--- config.mk ---
export PLATFORM = sky130hd
export DESIGN_NAME = rtcac_core
export DESIGN_NICKNAME = d
export VERILOG_FILES = /design/src/logic/rtcac_pkg.sv /design/src/logic/rtcac_prescaler.sv /design/src/logic/rtcac_core.sv
export SDC_FILE = /design/constraint.sdc
export NUM_CORES = 1
export LEC_CHECK = 0
export ABC_AREA = 1
export BUFFER_PORTS_ARGS = -buffer_cell sky130_fd_sc_hd__buf_2
export CORE_ASPECT_RATIO = 0.7
export CORE_MARGIN = 3
export CORE_UTILIZATION = 59
export CTS_CLUSTER_DIAMETER = 100
export DETAILED_ROUTE_END_ITERATION = 8
export GPL_TIMING_DRIVEN = 0
export PLACE_DENSITY = 0.89
export SLEW_MARGIN = 20
export SYNTH_ARGS = -nofsm -noshare
export SYNTH_HDL_FRONTEND = slang
export SYNTH_SLANG_ARGS = --single-unit
--- constraint.sdc ---
create_clock -name clk -period 2.8 [get_ports clk]
set_input_delay 0.42 -clock clk [delete_from_list [all_inputs] [get_ports clk]]
set_output_delay 0.42 -clock clk [all_outputs]
set_load 0.05 [all_outputs]
--- src/logic/rtcac_pkg.sv ---
// Constants for the time access coherence block
package rtcac_pkg;
	// Clock rate
	localparam int unsigned CLK_HZ = 50000000;
	// Bus access timeout in milliseconds, and the derived cycle count
	localparam int unsigned TIMEOUT_MS = 950;
	localparam int unsigned TIMEOUT_CYC = (CLK_HZ / 1000) * TIMEOUT_MS;
	// Prescaler: stages from 4096 Hz down to 1 Hz
	localparam int unsigned PRESC_BITS = 12;
	localparam logic [11:0] PRESC_RST = 12'h000;
	// Register pointer layout and the first and last frozen registers
	localparam int unsigned PTR_BITS = 8;
	localparam logic [7:0] REG_HUNDREDTHS = 8'h00;
	localparam logic [7:0] REG_SECONDS = 8'h01;
	localparam logic [7:0] REG_YEAR = 8'h07;
	localparam logic [7:0] PTR_RST = 8'h00;
	// Hundredths counter limit and reset value
	localparam logic [6:0] HUND_MAX = 7'h63;
	localparam logic [6:0] HUND_RST = 7'h00;
	// Read data returned after a timeout
	localparam logic [7:0] READ_TIMEOUT_DATA = 8'hff;
	// Hundredths tick: 4096 Hz ticks per hundredth (41 approximates 40.96)
	localparam logic [5:0] HUND_DIV = 6'h28;
	// Access states
	typedef enum logic [1:0] {
		RTCAC_IDLE,
		RTCAC_ACCESS,
		RTCAC_ABORTED
	} rtcac_state_t;
endpackage

--- src/logic/rtcac_prescaler.sv ---
// Prescaler chain from the 4096 Hz tick down to 1 Hz, with synchronous clear
`timescale 1ns/10ps
`default_nettype none
module rtcac_prescaler #(
	parameter int unsigned BITS = rtcac_pkg::PRESC_BITS
) (
	input  wire logic            clk,
	input  wire logic            rst_n,
	input  wire logic            tick_4096,
	input  wire logic            clear,
	output logic [BITS-1:0]      stages,
	output logic                 tick_1hz
);
	logic [BITS-1:0] count;
	logic [BITS-1:0] next_count;
	logic            next_tick;

	// Next count; a clear restarts every stage and drops the pending carry
	always_comb begin
		next_count = count;
		next_tick = 1'b0;
		if (clear) begin
			next_count = '0;
		end else if (tick_4096) begin
			next_count = count + 1'b1;
			next_tick = &count;
		end
	end

	// Register stage
	always_ff @(posedge clk) begin
		if (!rst_n) begin
			count <= BITS'(rtcac_pkg::PRESC_RST);
			tick_1hz <= 1'b0;
		end else begin
			count <= next_count;
			tick_1hz <= next_tick;
		end
	end

	assign stages = count;
endmodule
`default_nettype wire

--- src/logic/rtcac_core.sv ---
// Time access coherence: freezes time counters during a bus access
// Notes on behaviour
// - During a short bus access freeze time counters, suppress time_inc; tick_1hz and hundredths run.
// - Hold one 1 Hz tick during the freeze and apply it after STOP.
// - Stop toggle, synced event or seconds write drops held tick, resets prescaler.
// - Prescaler reset shifts the period of every prescaler consumer.
// - A seconds write also clears the hundredths counter to 00.
// - Write beyond 950 ms: interface reset, contents kept, held tick applied.
// - Read beyond 950 ms: bytes read return FFh, held tick applied.
// - After timeout ignore the rest of the transfer until a fresh START.
// - Register pointer keeps its value across STOP and timeout stop.
// - Time set without seconds write applies held tick, keeps prescaler phase.
// - Stop toggle and synced event reset prescaler without changing seconds.
`timescale 1ns/10ps
`default_nettype none
module rtcac_core #(
	parameter int unsigned TIMEOUT_CYC = rtcac_pkg::TIMEOUT_CYC
) (
	input  wire logic        clk,
	input  wire logic        rst_n,
	input  wire logic        tick_4096,
	input  wire logic        bus_start,
	input  wire logic        bus_stop,
	input  wire logic        bus_wr,
	input  wire logic        bus_rd,
	input  wire logic [7:0]  bus_wdata,
	input  wire logic        bus_ptr_load,
	input  wire logic [7:0]  bus_ptr_value,
	input  wire logic [7:0]  reg_rdata,
	input  wire logic        stop_bit,
	input  wire logic        external_event_input,
	input  wire logic        event_sync_enable,
	output logic [7:0]       bus_rdata,
	output logic             bus_ignore,
	output logic             bus_if_reset,
	output logic [7:0]       reg_ptr,
	output logic             reg_write,
	output logic [7:0]       reg_wdata,
	output logic             time_freeze,
	output logic             time_inc,
	output logic [6:0]       hundredths,
	output logic [11:0]      presc_stages,
	output logic             presc_clear,
	output logic             tick_1hz
);
	localparam int unsigned TW = $clog2(TIMEOUT_CYC + 1);

	rtcac_pkg::rtcac_state_t state;
	rtcac_pkg::rtcac_state_t next_state;
	logic [TW-1:0] tmo_cnt;
	logic [TW-1:0] next_tmo_cnt;
	logic          held;
	logic          next_held;
	logic [7:0]    next_reg_ptr;
	logic [6:0]    next_hundredths;
	logic [5:0]    hdiv;
	logic [5:0]    next_hdiv;
	logic          next_time_inc;
	logic          next_if_reset;
	logic [7:0]    next_bus_rdata;
	logic          stop_bit_d;
	logic          next_stop_bit_d;
	logic          evi_meta;
	logic          evi_sync;
	logic          evi_d;
	logic          stop_toggle;
	logic          sync_event;
	logic          sec_write;
	logic          in_access;
	logic          raw_tick;

	// Prescaler shared by every consumer of the 4096 Hz to 1 Hz stages
	rtcac_prescaler #(
		.BITS (rtcac_pkg::PRESC_BITS)
	) u_presc (
		.clk       (clk),
		.rst_n     (rst_n),
		.tick_4096 (tick_4096),
		.clear     (presc_clear),
		.stages    (presc_stages),
		.tick_1hz  (raw_tick)
	);

	// Event pin comes from outside, so it passes two flops first
	always_ff @(posedge clk) begin
		if (!rst_n) begin
			evi_meta <= 1'b0;
			evi_sync <= 1'b0;
			evi_d <= 1'b0;
		end else begin
			evi_meta <= external_event_input;
			evi_sync <= evi_meta;
			evi_d <= evi_sync;
		end
	end

	// Synchronisation triggers
	assign next_stop_bit_d = stop_bit;
	assign stop_toggle = stop_bit && !stop_bit_d;
	assign sync_event = event_sync_enable && evi_sync && !evi_d;
	assign in_access = (state == rtcac_pkg::RTCAC_ACCESS);
	assign sec_write = in_access && bus_wr && (reg_ptr == rtcac_pkg::REG_SECONDS);
	// One clear feeds the shared prescaler, so all consumers see it
	assign presc_clear = stop_toggle || sync_event || sec_write;
	assign tick_1hz = raw_tick;
	assign bus_ignore = (state == rtcac_pkg::RTCAC_ABORTED);
	assign reg_write = in_access && bus_wr;
	assign reg_wdata = bus_wdata;

	// Access sequencing, timeout and held tick
	always_comb begin
		next_state = state;
		next_tmo_cnt = tmo_cnt;
		next_held = held;
		next_time_inc = 1'b0;
		next_if_reset = 1'b0;
		next_reg_ptr = reg_ptr;
		next_bus_rdata = bus_rdata;
		// Frozen while an access lasts; plain ticks count when idle or aborted
		if (state != rtcac_pkg::RTCAC_ACCESS && raw_tick) begin
			next_time_inc = 1'b1;
		end
		case (state)
			rtcac_pkg::RTCAC_IDLE: begin
				if (bus_start) begin
					next_state = rtcac_pkg::RTCAC_ACCESS;
					next_tmo_cnt = '0;
					next_time_inc = raw_tick;
				end
			end
			rtcac_pkg::RTCAC_ACCESS: begin
				next_tmo_cnt = tmo_cnt + 1'b1;
				if (raw_tick) begin
					next_held = 1'b1;
				end
				if (presc_clear) begin
					next_held = 1'b0;
				end
				if (bus_ptr_load) begin
					next_reg_ptr = bus_ptr_value;
				end else if (bus_wr || bus_rd) begin
					next_reg_ptr = reg_ptr + 8'h01;
				end
				if (bus_rd) begin
					next_bus_rdata = reg_rdata;
				end
				if (tmo_cnt >= TW'(TIMEOUT_CYC - 1)) begin
					// Contents stay as written; held tick still lands
					next_state = rtcac_pkg::RTCAC_ABORTED;
					next_if_reset = 1'b1;
					// A clear in the abort cycle drops the held tick, as at STOP
					next_time_inc = (held || raw_tick) && !presc_clear;
					next_held = 1'b0;
				end else if (bus_stop) begin
					next_state = rtcac_pkg::RTCAC_IDLE;
					next_time_inc = (held || raw_tick) && !presc_clear;
					next_held = 1'b0;
				end
			end
			rtcac_pkg::RTCAC_ABORTED: begin
				if (bus_rd) begin
					next_bus_rdata = rtcac_pkg::READ_TIMEOUT_DATA;
				end
				// Only a fresh START resumes; pointer is left alone
				if (bus_start) begin
					next_state = rtcac_pkg::RTCAC_ACCESS;
					next_tmo_cnt = '0;
				end else if (bus_stop) begin
					next_state = rtcac_pkg::RTCAC_IDLE;
				end
			end
			default: begin
				next_state = rtcac_pkg::RTCAC_IDLE;
			end
		endcase
	end

	// Hundredths keep running through any access
	always_comb begin
		next_hdiv = hdiv;
		next_hundredths = hundredths;
		if (sec_write || presc_clear) begin
			next_hdiv = '0;
		end else if (tick_4096) begin
			next_hdiv = (hdiv == rtcac_pkg::HUND_DIV) ? 6'h00 : hdiv + 6'h01;
		end
		if (sec_write) begin
			next_hundredths = rtcac_pkg::HUND_RST;
		end else if (raw_tick) begin
			next_hundredths = rtcac_pkg::HUND_RST;
		end else if (tick_4096 && hdiv == rtcac_pkg::HUND_DIV &&
				hundredths != rtcac_pkg::HUND_MAX) begin
			next_hundredths = hundredths + 7'h01;
		end
	end

	// Register all state
	always_ff @(posedge clk) begin
		if (!rst_n) begin
			state <= rtcac_pkg::RTCAC_IDLE;
			tmo_cnt <= '0;
			held <= 1'b0;
			time_inc <= 1'b0;
			bus_if_reset <= 1'b0;
			reg_ptr <= rtcac_pkg::PTR_RST;
			bus_rdata <= 8'h00;
			stop_bit_d <= 1'b0;
			hdiv <= 6'h00;
			hundredths <= rtcac_pkg::HUND_RST;
		end else begin
			state <= next_state;
			tmo_cnt <= next_tmo_cnt;
			held <= next_held;
			time_inc <= next_time_inc;
			bus_if_reset <= next_if_reset;
			reg_ptr <= next_reg_ptr;
			bus_rdata <= next_bus_rdata;
			stop_bit_d <= next_stop_bit_d;
			hdiv <= next_hdiv;
			hundredths <= next_hundredths;
		end
	end

	assign time_freeze = in_access;
endmodule
`default_nettype wire

; Word level (Yosys, flattened, before mapping)
; Cells that the tools add are included.
[op_classes]
addsub = 5
order_cmp = 1
eq_ne = 10
mux = 23
bitwise = 2
reduce_logical = 33
[op_table]
columns = cell, count
row1 = 26-bit one-hot mux with 2 select lines, 1
row2 = 8-bit two-way mux, 4
row3 = 26-bit by 1-bit adder with 26-bit output (second input constant), 1
row4 = 26-bit greater-or-equal comparator (second input constant), 1
row5 = 26-bit two-way mux, 1
row6 = 8-bit one-hot mux with 2 select lines, 1
row7 = 12-bit by 1-bit adder with 12-bit output (second input constant), 1
row8 = 12-bit AND reduction, 1
row9 = 1-bit logical AND, 9
row10 = 1-bit two-way mux, 9
row11 = 8-bit by 1-bit adder with 8-bit output (second input constant), 1
row12 = 8-bit by 1-bit == test with 1-bit output (second input constant), 1
row13 = 2-bit two-way mux, 4
row14 = 2-bit AND reduction, 4
row15 = 7-bit by 1-bit adder with 7-bit output (second input constant), 1
row16 = 7-bit inequality test (second input constant), 1
row17 = 6-bit by 1-bit adder with 6-bit output (second input constant), 1
row18 = 6-bit == test (second input constant), 1
row19 = 6-bit two-way mux, 1
row20 = 2-bit inequality test (second input constant), 3
row21 = 2-bit one-hot mux with 3 select lines, 1
row22 = 2-bit nonzero test, 3
row23 = 2-bit OR reduction, 3
row24 = 3-bit OR reduction, 2
row25 = 10 further kinds, 18
[totals]
reg_bits = 77
input_bits = 35
out_inout_bits = 50

; Depth between registers and ports, before layout
; Gate-level depths: netlist (run 1).
[depth]
depth_word = 9
mapped_depth = 11
ltp_nobuf = 11

; Modules after synthesis
; From an unflattened synthesis (run 1), not the netlist that was laid out.
[hier_totals]
cells_unflattened = 575
area_unflattened_um2 = 4030.1
[by_module_without_submodules]
columns = module, instances, cells_each, area_each_um2
row1 = rtcac_core, 1, 488, 3385.7
row2 = rtcac_prescaler, 1, 87, 644.4

; Least setup slack after synthesis (run 1)
; OpenSTA, ideal clock, no wires.
[synth_path]
kind = register -> register
startpoint = register reg_ptr[0]
endpoint = register u_presc.count[8] (netlist: u_presc.stages[8])
arrival_time_ns = 1.989
slack_ns = 0.697
path_stages_with_launch = 9
cell_sequence = dfxtp_1 -> ha_1 -> nor3b_1 -> nand4_1 -> nand2_1 -> inv_2 -> nand2_4 -> buf_6 -> nor2_1
[synth_between]
elab_chain_cells = 4
[synth_lines]
columns = element, line_no
row1 = from (decl), rtcac_core.sv:36  ; output logic [7:0] reg_ptr,
row2 = from (signal assigned), rtcac_core.sv:205  ; reg_ptr <= rtcac_pkg::PTR_RST;
row3 = from (signal assigned), rtcac_core.sv:216  ; reg_ptr <= next_reg_ptr;
row4 = 8-bit by 1-bit == test with 1-bit output, rtcac_core.sv:102  ; assign sec_write = in_access && bus_wr && (reg_ptr == rtcac_pkg::REG_SECONDS);
row5 = 1-bit logical AND, rtcac_core.sv:102
row6 = 1-bit logical OR, rtcac_core.sv:104  ; assign presc_clear = stop_toggle || sync_event || sec_write;
row7 = net presc_clear, rtcac_core.sv:43  ; output logic presc_clear,
row8 = 2-bit OR reduction (no line), n/a
row9 = to (signal assigned), rtcac_prescaler.sv:33  ; count <= BITS'(rtcac_pkg::PRESC_RST);
row10 = to (signal assigned), rtcac_prescaler.sv:36  ; count <= next_count;
row11 = to (decl), rtcac_prescaler.sv:14  ; logic [BITS-1:0] count;
; The timed path passes the listed nets, and every way through them passes these cells.
; A chain may end at the register's enable or synchronous reset.

; Final worst setup path (run 1)
[layout_path]
startpoint = register reg_ptr[0]
endpoint = output port presc_clear
[layout_between]
elab_chain_cells = 3
[layout_lines]
columns = element, line_no
row1 = 8-bit by 1-bit == test with 1-bit output, rtcac_core.sv:102
row2 = 1-bit logical AND, rtcac_core.sv:102
row3 = 1-bit logical OR, rtcac_core.sv:104
row4 = to (decl), rtcac_core.sv:43
; Every way passes these cells.

==> results_dict.tcl, run 1 <==
set metrics [dict create \
    synth_top_family_by_area "simple AND/OR/NAND/NOR gates" \
    grt_remaining_overflow 0 \
    fin_nets 728 \
    synth_simple_gate_area_share_pct 35.7 \
    antenna_cells 0 \
    synth_fa_ha_area_share_pct 2.10 \
    status "finished, final reports clean" \
    clk_latency_ns 0.35 \
    num_rows 24 \
    synth_cell_types 41 \
    met3WireLength_um 998 \
    place_congestion 0.949 \
    mappedNetlistArea_sq_um 4170 \
    htree_num_levels 3 \
    synthMuxAreaShare_pct 0 \
    dp_hpwl_mm 7.82 \
    fmax_mhz 461 \
    synth_top_cell_area_share_pct 37.0 \
    syn_to_final_growth_pct 15.7 \
    clock-sinks 77 \
    initial_utilization_pct 64.0 \
    path_delay_family "simple AND/OR/NAND/NOR gates" \
    fin_crit_sh_pct 77.5 \
    grt_pass1_wl_mm 16.7 \
    ir_drop_uv 273 \
    skew_ns 0.00844 \
    root_buffer "clkbuf_8" \
    antenna_left 0 \
    worst-path-buf-inv 1 \
    synth_xor_area_share_pct 3.36 \
    syn_avg_cell_area_sq_um 6.95 \
    fin_crit_ns 2.17 \
    clk_pin_slew_ns 0.08 \
    die_width_um 106 \
    drc 0 \
    syn_inst 600 \
    yosysTopAreaCell "dfxtp_1" \
    die_y_um 76.3 \
    synth-compound-area-share_pct 11.3 \
    postCtsHoldBufs 0 \
    cts_setup_buffers 0 \
    dpl.cell_count 766 \
    die_area_sq_um 8120 \
    setup_tns_ns 0 \
    worstPathCellList "ha_1 > nor3b_1 > nand4_1 > nand2_1 > buf_2" \
    multiInputGateArea_sq_um 2190 \
    slowest_stage "dfxtp_1" \
    path_class "flip-flop to primary output" \
    crit_path_max_fanout 6 \
    routed_wl_mm 10.3 \
    met2_wirelength_mm 4.41 \
    layout_commonest_cell "nand2_1" \
    tightest_slew_ns 0.515 \
    rsz0062_at_grt "no" \
    required_ns 2.38 \
    grt_pass1_vias 3694 \
    finalSetupViolCount 0 \
    cts_buffer_depth 2 \
    grt_max_degree 14 \
    cap_violations 0 \
    io_buffers 75 \
    final_max_slew_viol_count 0 \
    num_io_pins 85 \
    seq_area_sq_um 1540 \
    ys_seq_area_share_pct 37.0 \
    numCtsBuffers 9 \
    placed_area_sq_um 4660 \
    synth_nets 642 \
    postCtsResizedCells 0 \
    async_flop_share_pct 0 \
    critical-path-max-stage-delay_ns 0.42 \
    wl_met1_mm 4.70 \
    whs_ns 0.265 \
    vias 4167 \
    hold_path_class "primary input to flip-flop" \
    grt.total_usage_pct 24.9 \
    mostFrequentLayoutCells "nand2_1 (129), nor2_1 (80), buf_2 (80)" \
    ys_ff_latch 77 \
    highest_layer "met4" \
    ys.warnings.count 0 \
    drive_above_1_share_pct 22.0 \
    vias_per_cell 5.34 \
    ys_top_cells_by_area "dfxtp_1 (37%), nand2_1 (12%), nor2_1 (7.2%), inv_1 (6.4%), a21oi_1 (5.3%)" \
    firstDrtPassIters 7 \
    grt_antenna_before_repair 0 \
    final_cells 781 \
    routedWlPerCell_um 13.1 \
    cp-end-kind "primary output" \
    hold_viol_final 0 \
    crit_arrival_ns 1.75 \
    cts_tree "done" \
    core_area_sq_um 6520 \
    stdcell_area_sq_um 4820 \
    synth_edf_count 0 \
    drt_iter0_markers 389 \
    fillers 525 \
    power.density_nw_per_um2 448 \
    critPathLaunchType "flip-flop" \
    p_leak_nw 2.19 \
    synth_flop_cell "dfxtp_1" \
    maxSlewHeadroom_pct 65.7 \
]
## sequential cells by signal, indices dropped and copies added (netlist names), 2 cells and up
signal and flops:
u_presc.stages 12, state 2, bus_rdata 8, hdiv 6, reg_ptr 8, tmo_cnt 26, hundredths 7
## worst min-delay path: cells and delay by family
kind                   cells  cell delay [ns]
buffers and inverters      2             0.13
and+or+nand+nor            1             0.04
## layer usage
metal,global-route usage [%],up-vias
met4,6.77,0
met3,6.44,19
li1,-,2091
met2,39.2,206
met1,34.0,1851
met5,0,-
## report_power, final
group / internal (mW) / switching, mW
clock network: 0.316 / 0.410
logic: 0.0829 / 0.216
registers: 1.12 / 0.0197
total: 1.52 / 0.646
## per-stage QoR
stage                     setup WS [ns]  utilization, %  total power, mW
after detailed placement           1.02            71.5             1.46
final                             0.629            74.0             2.16
after global routing              0.503            74.0             2.25
after global placement            0.995            71.5             1.45
after floorplan                   0.697               -             1.37
after CTS                         0.604            74.0             2.18
## worst paths after layout
kind	from	to	slack (ns)	cells after the start
setup / recovery	reg_ptr[0]	presc_clear	0.63	5
hold / removal	stop_bit	stop_bit_d	0.26	3
setup reg to reg	tmo_cnt[0]	tmo_cnt[24]	1.18	10
hold reg to reg	evi_meta	evi_sync	0.42	2
## cells by family after synthesis
logic type / count (synthesis)
buf+inv: 103
simple gates: 313
fa+ha+maj: 7
compound gates: 84
xor+xnor: 16
flops: 77
## area by class of cell
| class | count | area share [%] |
|---|---|---|
| inverters | 83 | 6.51 |
| clock inverters | 6 | 0.831 |
| multi-input cells | 420 | 45.3 |
| flip-flops and latches | 77 | 32.0 |
| repair buffers | 75 | 7.79 |
| plain buffers | 20 | 2.62 |
| clock buffers | 9 | 2.57 |
| well taps | 91 | 2.36 |
## Yosys cell counts, types with 2 or more instances
cell        n
nand2_1   129
nor2_1     80
dfxtp_1    77
inv_1      71
a21oi_1    44
nand3_1    26
nor3_1     23
o21ai_0    19
nand4_1    14
xor2_1     11
buf_4      10
a211oi_1    9
inv_2       9
nand2_2     8
ha_1        7
nor2_2      6
buf_2       5
nand2_4     5
xnor2_1     5
a31oi_1     4
nor2_4      4
nor3b_1     4
clkbuf_1    3
clkinv_1    2
nand3_2     2
nand3b_1    2
nor2_8      2
nor3_2      2
o211ai_1    2
o21ai_1     2
o21ai_2     2
or2_2       2
(Power assumes the default switching activity.)
==> run 2, diff against run 1 <==
CORE_UTILIZATION = 50   (was 59)
PLACE_DENSITY = 0.81   (was 0.89)
clock period = 1.9 ns   (was 2.8 ns; I/O delays follow)
==> results_dict.tcl, run 2 (synthesized netlist as in run 1, its figures left out) <==
set metrics [dict create \
    status "finished, final reports clean" \
    dp_hpwl_mm 7.69 \
    clk_latency_ns 0.34 \
    largest-register "tmo_cnt" \
    syn_to_final_growth_pct 21.1 \
    grt_pass1_wl_mm 17.0 \
    grt_pass1_vias 3702 \
    crit_start "state[0]" \
    postCtsHoldBufs 0 \
    fin_nets 730 \
    vias 4179 \
    clock-sinks 77 \
    antenna_cells 0 \
    root_buffer "clkbuf_16" \
    final_max_slew_viol_count 0 \
    numCtsBuffers 9 \
    grt_max_degree 14 \
    whs_ns 0.127 \
    num_rows 27 \
    die_area_sq_um 9480 \
    critPathLaunchType "flip-flop" \
    skew_ns 0.0106 \
    p_total_mw 4.06 \
    slowest_stage "dfxtp_1" \
    cap_violations 0 \
    setup_ws_ns 0.0459 \
    grt.total_usage_pct 22.4 \
    routedWlPerCell_um 13.2 \
    cts_buffer_depth 2 \
    rsz0062_at_grt "no" \
    reg2reg_slack_ns 0.24 \
    p_leak_nw 2.29 \
    worstPathCellList "nand2_4 > inv_2 > buf_2 > buf_4" \
    crit_end "time_freeze" \
    fmax_mhz 539 \
    hold_viol_final 0 \
    final_cells 794 \
    worst-path-buf-inv 3 \
    initial_utilization_pct 52.3 \
    io_buffers 75 \
    setup_tns_ns 0 \
    dpl.cell_count 776 \
    num_io_pins 85 \
    core_area_sq_um 7970 \
    stdcell_area_sq_um 5050 \
    drt_iter0_markers 432 \
    drc 0 \
    die_y_um 82.4 \
    rr_worst_depth 10 \
    layout_commonest_cell "nand2_1" \
    largest_reg_flops 26 \
    firstDrtPassIters 5 \
    fin_crit_ns 1.85 \
    drive_above_1_share_pct 22.7 \
    crit_path_max_fanout 10 \
    vias_per_cell 5.26 \
    critical-path-max-stage-delay_ns 0.40 \
    dp_slack_ns 0.254 \
    fin_crit_sh_pct 97.6 \
    mostFrequentLayoutCells "nand2_1 (128), nor2_1 (80), buf_2 (78)" \
    cts_tree "done" \
    maxSlewHeadroom_pct 66.9 \
    cp-end-kind "primary output" \
    path_delay_family "buffers and inverters" \
    hold_path_class "primary input to flip-flop" \
    grt_remaining_overflow 0 \
    critical_path_depth 4 \
    antenna_left 0 \
    placed_area_sq_um 4680 \
    crit_arrival_ns 1.57 \
    routed_wl_mm 10.5 \
    utilization_pct 63.3 \
    r2r-start "reg_ptr[1]" \
    required_ns 1.62 \
    finalSetupViolCount 0 \
    rr_endpoint "u_presc.stages[9]" \
    place_congestion 0.901 \
    power.density_nw_per_um2 804 \
    ir_drop_uv 477 \
    path_class "flip-flop to primary output" \
    tightest_slew_ns 0.496 \
    htree_num_levels 3 \
    die_width_um 115 \
    grt_antenna_before_repair 0 \
    clk_pin_slew_ns 0.06 \
]
==> run 2: area by class of cell <==
class                           instances  area, sq um
Sequential cell                        77         1540
Fill cell                             721         2930
Multi-Input combinational cell        420         2190
Tap cell                              101          126
Clock inverter                          4         77.6
Timing Repair Buffer                   77          399
Inverter                               83          314
Buffer                                 20          126
Clock buffer                           12          267
==> run 2: timing repair <==
item,in CTS,in global routing
pin swaps,1,1
setup buffers,1,1
setup endpoints to repair,2,1
hold endpoints to repair,0,0
resized for setup,3,0
==> run 2: worst min-delay path by stage <==
stage	endpoint	startpoint	depth (start not counted)	slack, ns
4_1_cts	evi_meta	external_event_input	3	0.12
2_1_floorplan	stop_bit_d	stop_bit	2	0.38
3_5_place_dp	evi_sync	evi_meta	2	0.41
6_report	evi_meta	external_event_input	3	0.13
3_3_place_gp	evi_sync	evi_meta	2	0.40
5_1_grt	evi_meta	external_event_input	3	0.15
==> run 2: worst register-to-register path, cell delays in order, from the launching register on <==
cell	delay [ns]
dfxtp_1	0.39
inv_1	0.06
ha_1	0.17
nor3b_1	0.14
nand4_1	0.11
nand2_2	0.09
buf_4	0.16
inv_2	0.08
nand2_4	0.09
buf_6	0.16
a21oi_1	0.13
==> run 2: report_power, final <==
group / leakage (nW) / internal (mW) / total (mW) / switching, mW
Combinational: 1.49 / 0.128 / 0.449 / 0.321
Clock: 0.169 / 1.26 / 1.93 / 0.670
Sequential: 0.624 / 1.65 / 1.68 / 0.0291
==> run 2: routing by layer <==
| metal | vias to the layer above | GRT usage, % | part of all wire [%] |
|---|---|---|---|
| li1 | 2102 | - | - |
| met1 | 1888 | 30.3 | 47 |
| met2 | 174 | 35.1 | 43 |
| met3 | 15 | 6.19 | 8.8 |
| met4 | 0 | 6.45 | 1.5 |
| met5 | - | 0 | 0 |
==> run 3, diff against run 2 <==
BUFFER_PORTS_ARGS = -buffer_cell sky130_fd_sc_hd__clkbuf_2   (was -buffer_cell sky130_fd_sc_hd__buf_2)
==> results_dict.tcl, run 3 (synthesized netlist as in run 1, its figures left out) <==
set metrics [dict create \
    final_cells 796 \
    tightest_slew_ns 0.497 \
    p_int_mw 2.97 \
    firstDrtPassIters 5 \
    worstHoldStart "external_event_input" \
    utilization_pct 63.6 \
    htree_num_levels 3 \
    syn_to_final_growth_pct 21.7 \
    grt_remaining_overflow 0 \
    clk_pin_slew_ns 0.06 \
    swShare_pct 26.1 \
    crit_path_max_fanout 10 \
    r2r-start "reg_ptr[1]" \
    vias_per_cell 5.20 \
    cts_buffer_depth 2 \
    clk_latency_ns 0.34 \
    grt_pass1_wl_mm 16.7 \
    crit_arrival_ns 1.53 \
    vias 4138 \
    p_seq_share_pct 41.7 \
    slowest_stage "dfxtp_1" \
    cp-end-kind "primary output" \
    die_width_um 115 \
    finalSetupViolCount 0 \
    grt_max_degree 15 \
    rr_endpoint "hdiv[5]" \
    setup_tns_ns 0 \
    fin_crit_sh_pct 95.3 \
    num_io_pins 85 \
    die_area_sq_um 9480 \
    place_congestion 0.903 \
    routed_wl_mm 10.4 \
    worstPathCellList "nand2_4 > inv_2 > clkbuf_4 > clkbuf_4" \
    routedWlPerCell_um 13.1 \
    initial_utilization_pct 52.3 \
    grt_antenna_before_repair 0 \
    required_ns 1.62 \
    drc 0 \
    skew_ns 0.00840 \
    dpl.cell_count 776 \
    dp_hpwl_mm 7.77 \
    hold_path_class "primary input to flip-flop" \
    fillers 700 \
    final_max_slew_viol_count 0 \
    critPathLaunchType "flip-flop" \
    hold_end "evi_meta" \
    setup_ws_ns 0.0885 \
    dp_slack_ns 0.252 \
    num_rows 27 \
    status "finished, final reports clean" \
    worst-path-buf-inv 3 \
    reg2reg_slack_ns 0.21 \
    largest-register "tmo_cnt" \
    maxSlewHeadroom_pct 66.9 \
    hold_viol_final 0 \
    mostFrequentLayoutCells "nand2_1 (128), nor2_1 (80), dfxtp_1 (76)" \
    fin_nets 732 \
    cap_violations 0 \
    drt_iter0_markers 414 \
    switchingPower_mw 1.05 \
    rsz0062_at_grt "no" \
    p_leak_nw 2.26 \
    path_class "flip-flop to primary output" \
    core_area_sq_um 7970 \
    grt.total_usage_pct 22.2 \
    die_y_um 82.4 \
    fmax_mhz 552 \
    cpMostUsedCell "clkbuf_4" \
    largest_reg_flops 26 \
    io_buffers 75 \
    p_clk_share_pct 47.1 \
    cts_tree "done" \
    numCtsBuffers 9 \
    critical-path-max-stage-delay_ns 0.41 \
    antenna_cells 0 \
    layout_commonest_cell "nand2_1" \
    root_buffer "clkbuf_16" \
    fin_crit_ns 1.81 \
    power_frac_comb_pct 11.2 \
    min_path_cells 3 \
    drive_above_1_share_pct 23.2 \
    clock-sinks 77 \
    rr_worst_depth 9 \
    path_delay_family "buffers and inverters" \
    grt_pass1_vias 3689 \
    ir_drop_uv 558 \
    power.density_nw_per_um2 793 \
    antenna_left 0 \
]
## run 3: cell types whose count changed in the layout (fill, tap and decap cells not counted)
cell	before	now
buf_2	78	4
clkbuf_2	0	73
clkbuf_4	0	2
clkbuf_8	3	1
clkinvlp_4	0	2
buf_4	13	14
buf_6	2	1
buf_8	0	1
clkinv_4	1	0
inv_6	1	2
nand3_1	26	25
nand3_2	2	3
nor3b_1	4	3
nor3b_4	0	1
## run 3: cell type report
type | count | area [sq um] | area share (%)
multi-input combinational | 420 | 2210 | 43.6
sequential | 77 | 1540 | 30.4
timing repair buffer | 79 | 418 | 8.24
inverter | 83 | 314 | 6.19
clock buffer | 10 | 239 | 4.71
buffer | 20 | 129 | 2.54
tap | 101 | 126 | 2.49
clock inverter | 6 | 92.6 | 1.83
## run 3: timing repair
item	CTS	global route
gates resized for setup	4	4
setup buffers	3	1
cloned	0	0
endpoints found under the setup margin	2	3
pin swaps	1	2
hold buffers	0	0
## run 3: tightest hold or removal path: stages
cell and delay [ns]:
clkbuf_2 0.07, nand2_1 0.04, inv_1 0.04
## run 3: power by group through the flow
stage,Sequential (mW),Clock [mW],Combinational (mW)
6_report,1.68,1.89,0.452
3_3_place_gp,1.71,0,0.429
2_1_floorplan,1.78,0,0.240
3_5_place_dp,1.71,0,0.436
4_1_cts,1.68,1.93,0.443
5_1_grt,1.68,2.01,0.486
## run 3: worst max-delay path by stage
| stage | end | cells after the start | slack, ns | from |
|---|---|---|---|---|
| 2_1_floorplan | u_presc.stages[7] | 9 | 0.02 | reg_ptr[1] |
| 3_3_place_gp | presc_clear | 6 | 0.23 | reg_ptr[1] |
| 3_5_place_dp | presc_clear | 6 | 0.25 | reg_ptr[1] |
| 4_1_cts | time_freeze | 4 | 0.03 | state[0] |
| 5_1_grt | presc_clear | 6 | 0.0001 | reg_ptr[1] |
| 6_report | time_freeze | 4 | 0.09 | state[0] |
## run 3: through the flow
step | hold WS [ns] | power, mW | area, sq um
after CTS | 0.121 | 4.05 | 5050
after global routing | 0.147 | 4.18 | 5070
after detailed placement | 0.414 | 2.15 | 4680
final | 0.128 | 4.02 | 5070
after floorplan | 0.378 | 2.02 | 4180
after global placement | 0.400 | 2.14 | 4680
## run 3: layer usage
| metal | GRT usage [%] | vias up | share of wire [%] |
|---|---|---|---|
| met5 | 0 | - | 0 |
| met4 | 8.44 | 0 | 1.4 |
| met2 | 34.0 | 150 | 43 |
| met1 | 30.2 | 1861 | 48 |
| li1 | - | 2110 | - |
| met3 | 5.61 | 17 | 7.4 |
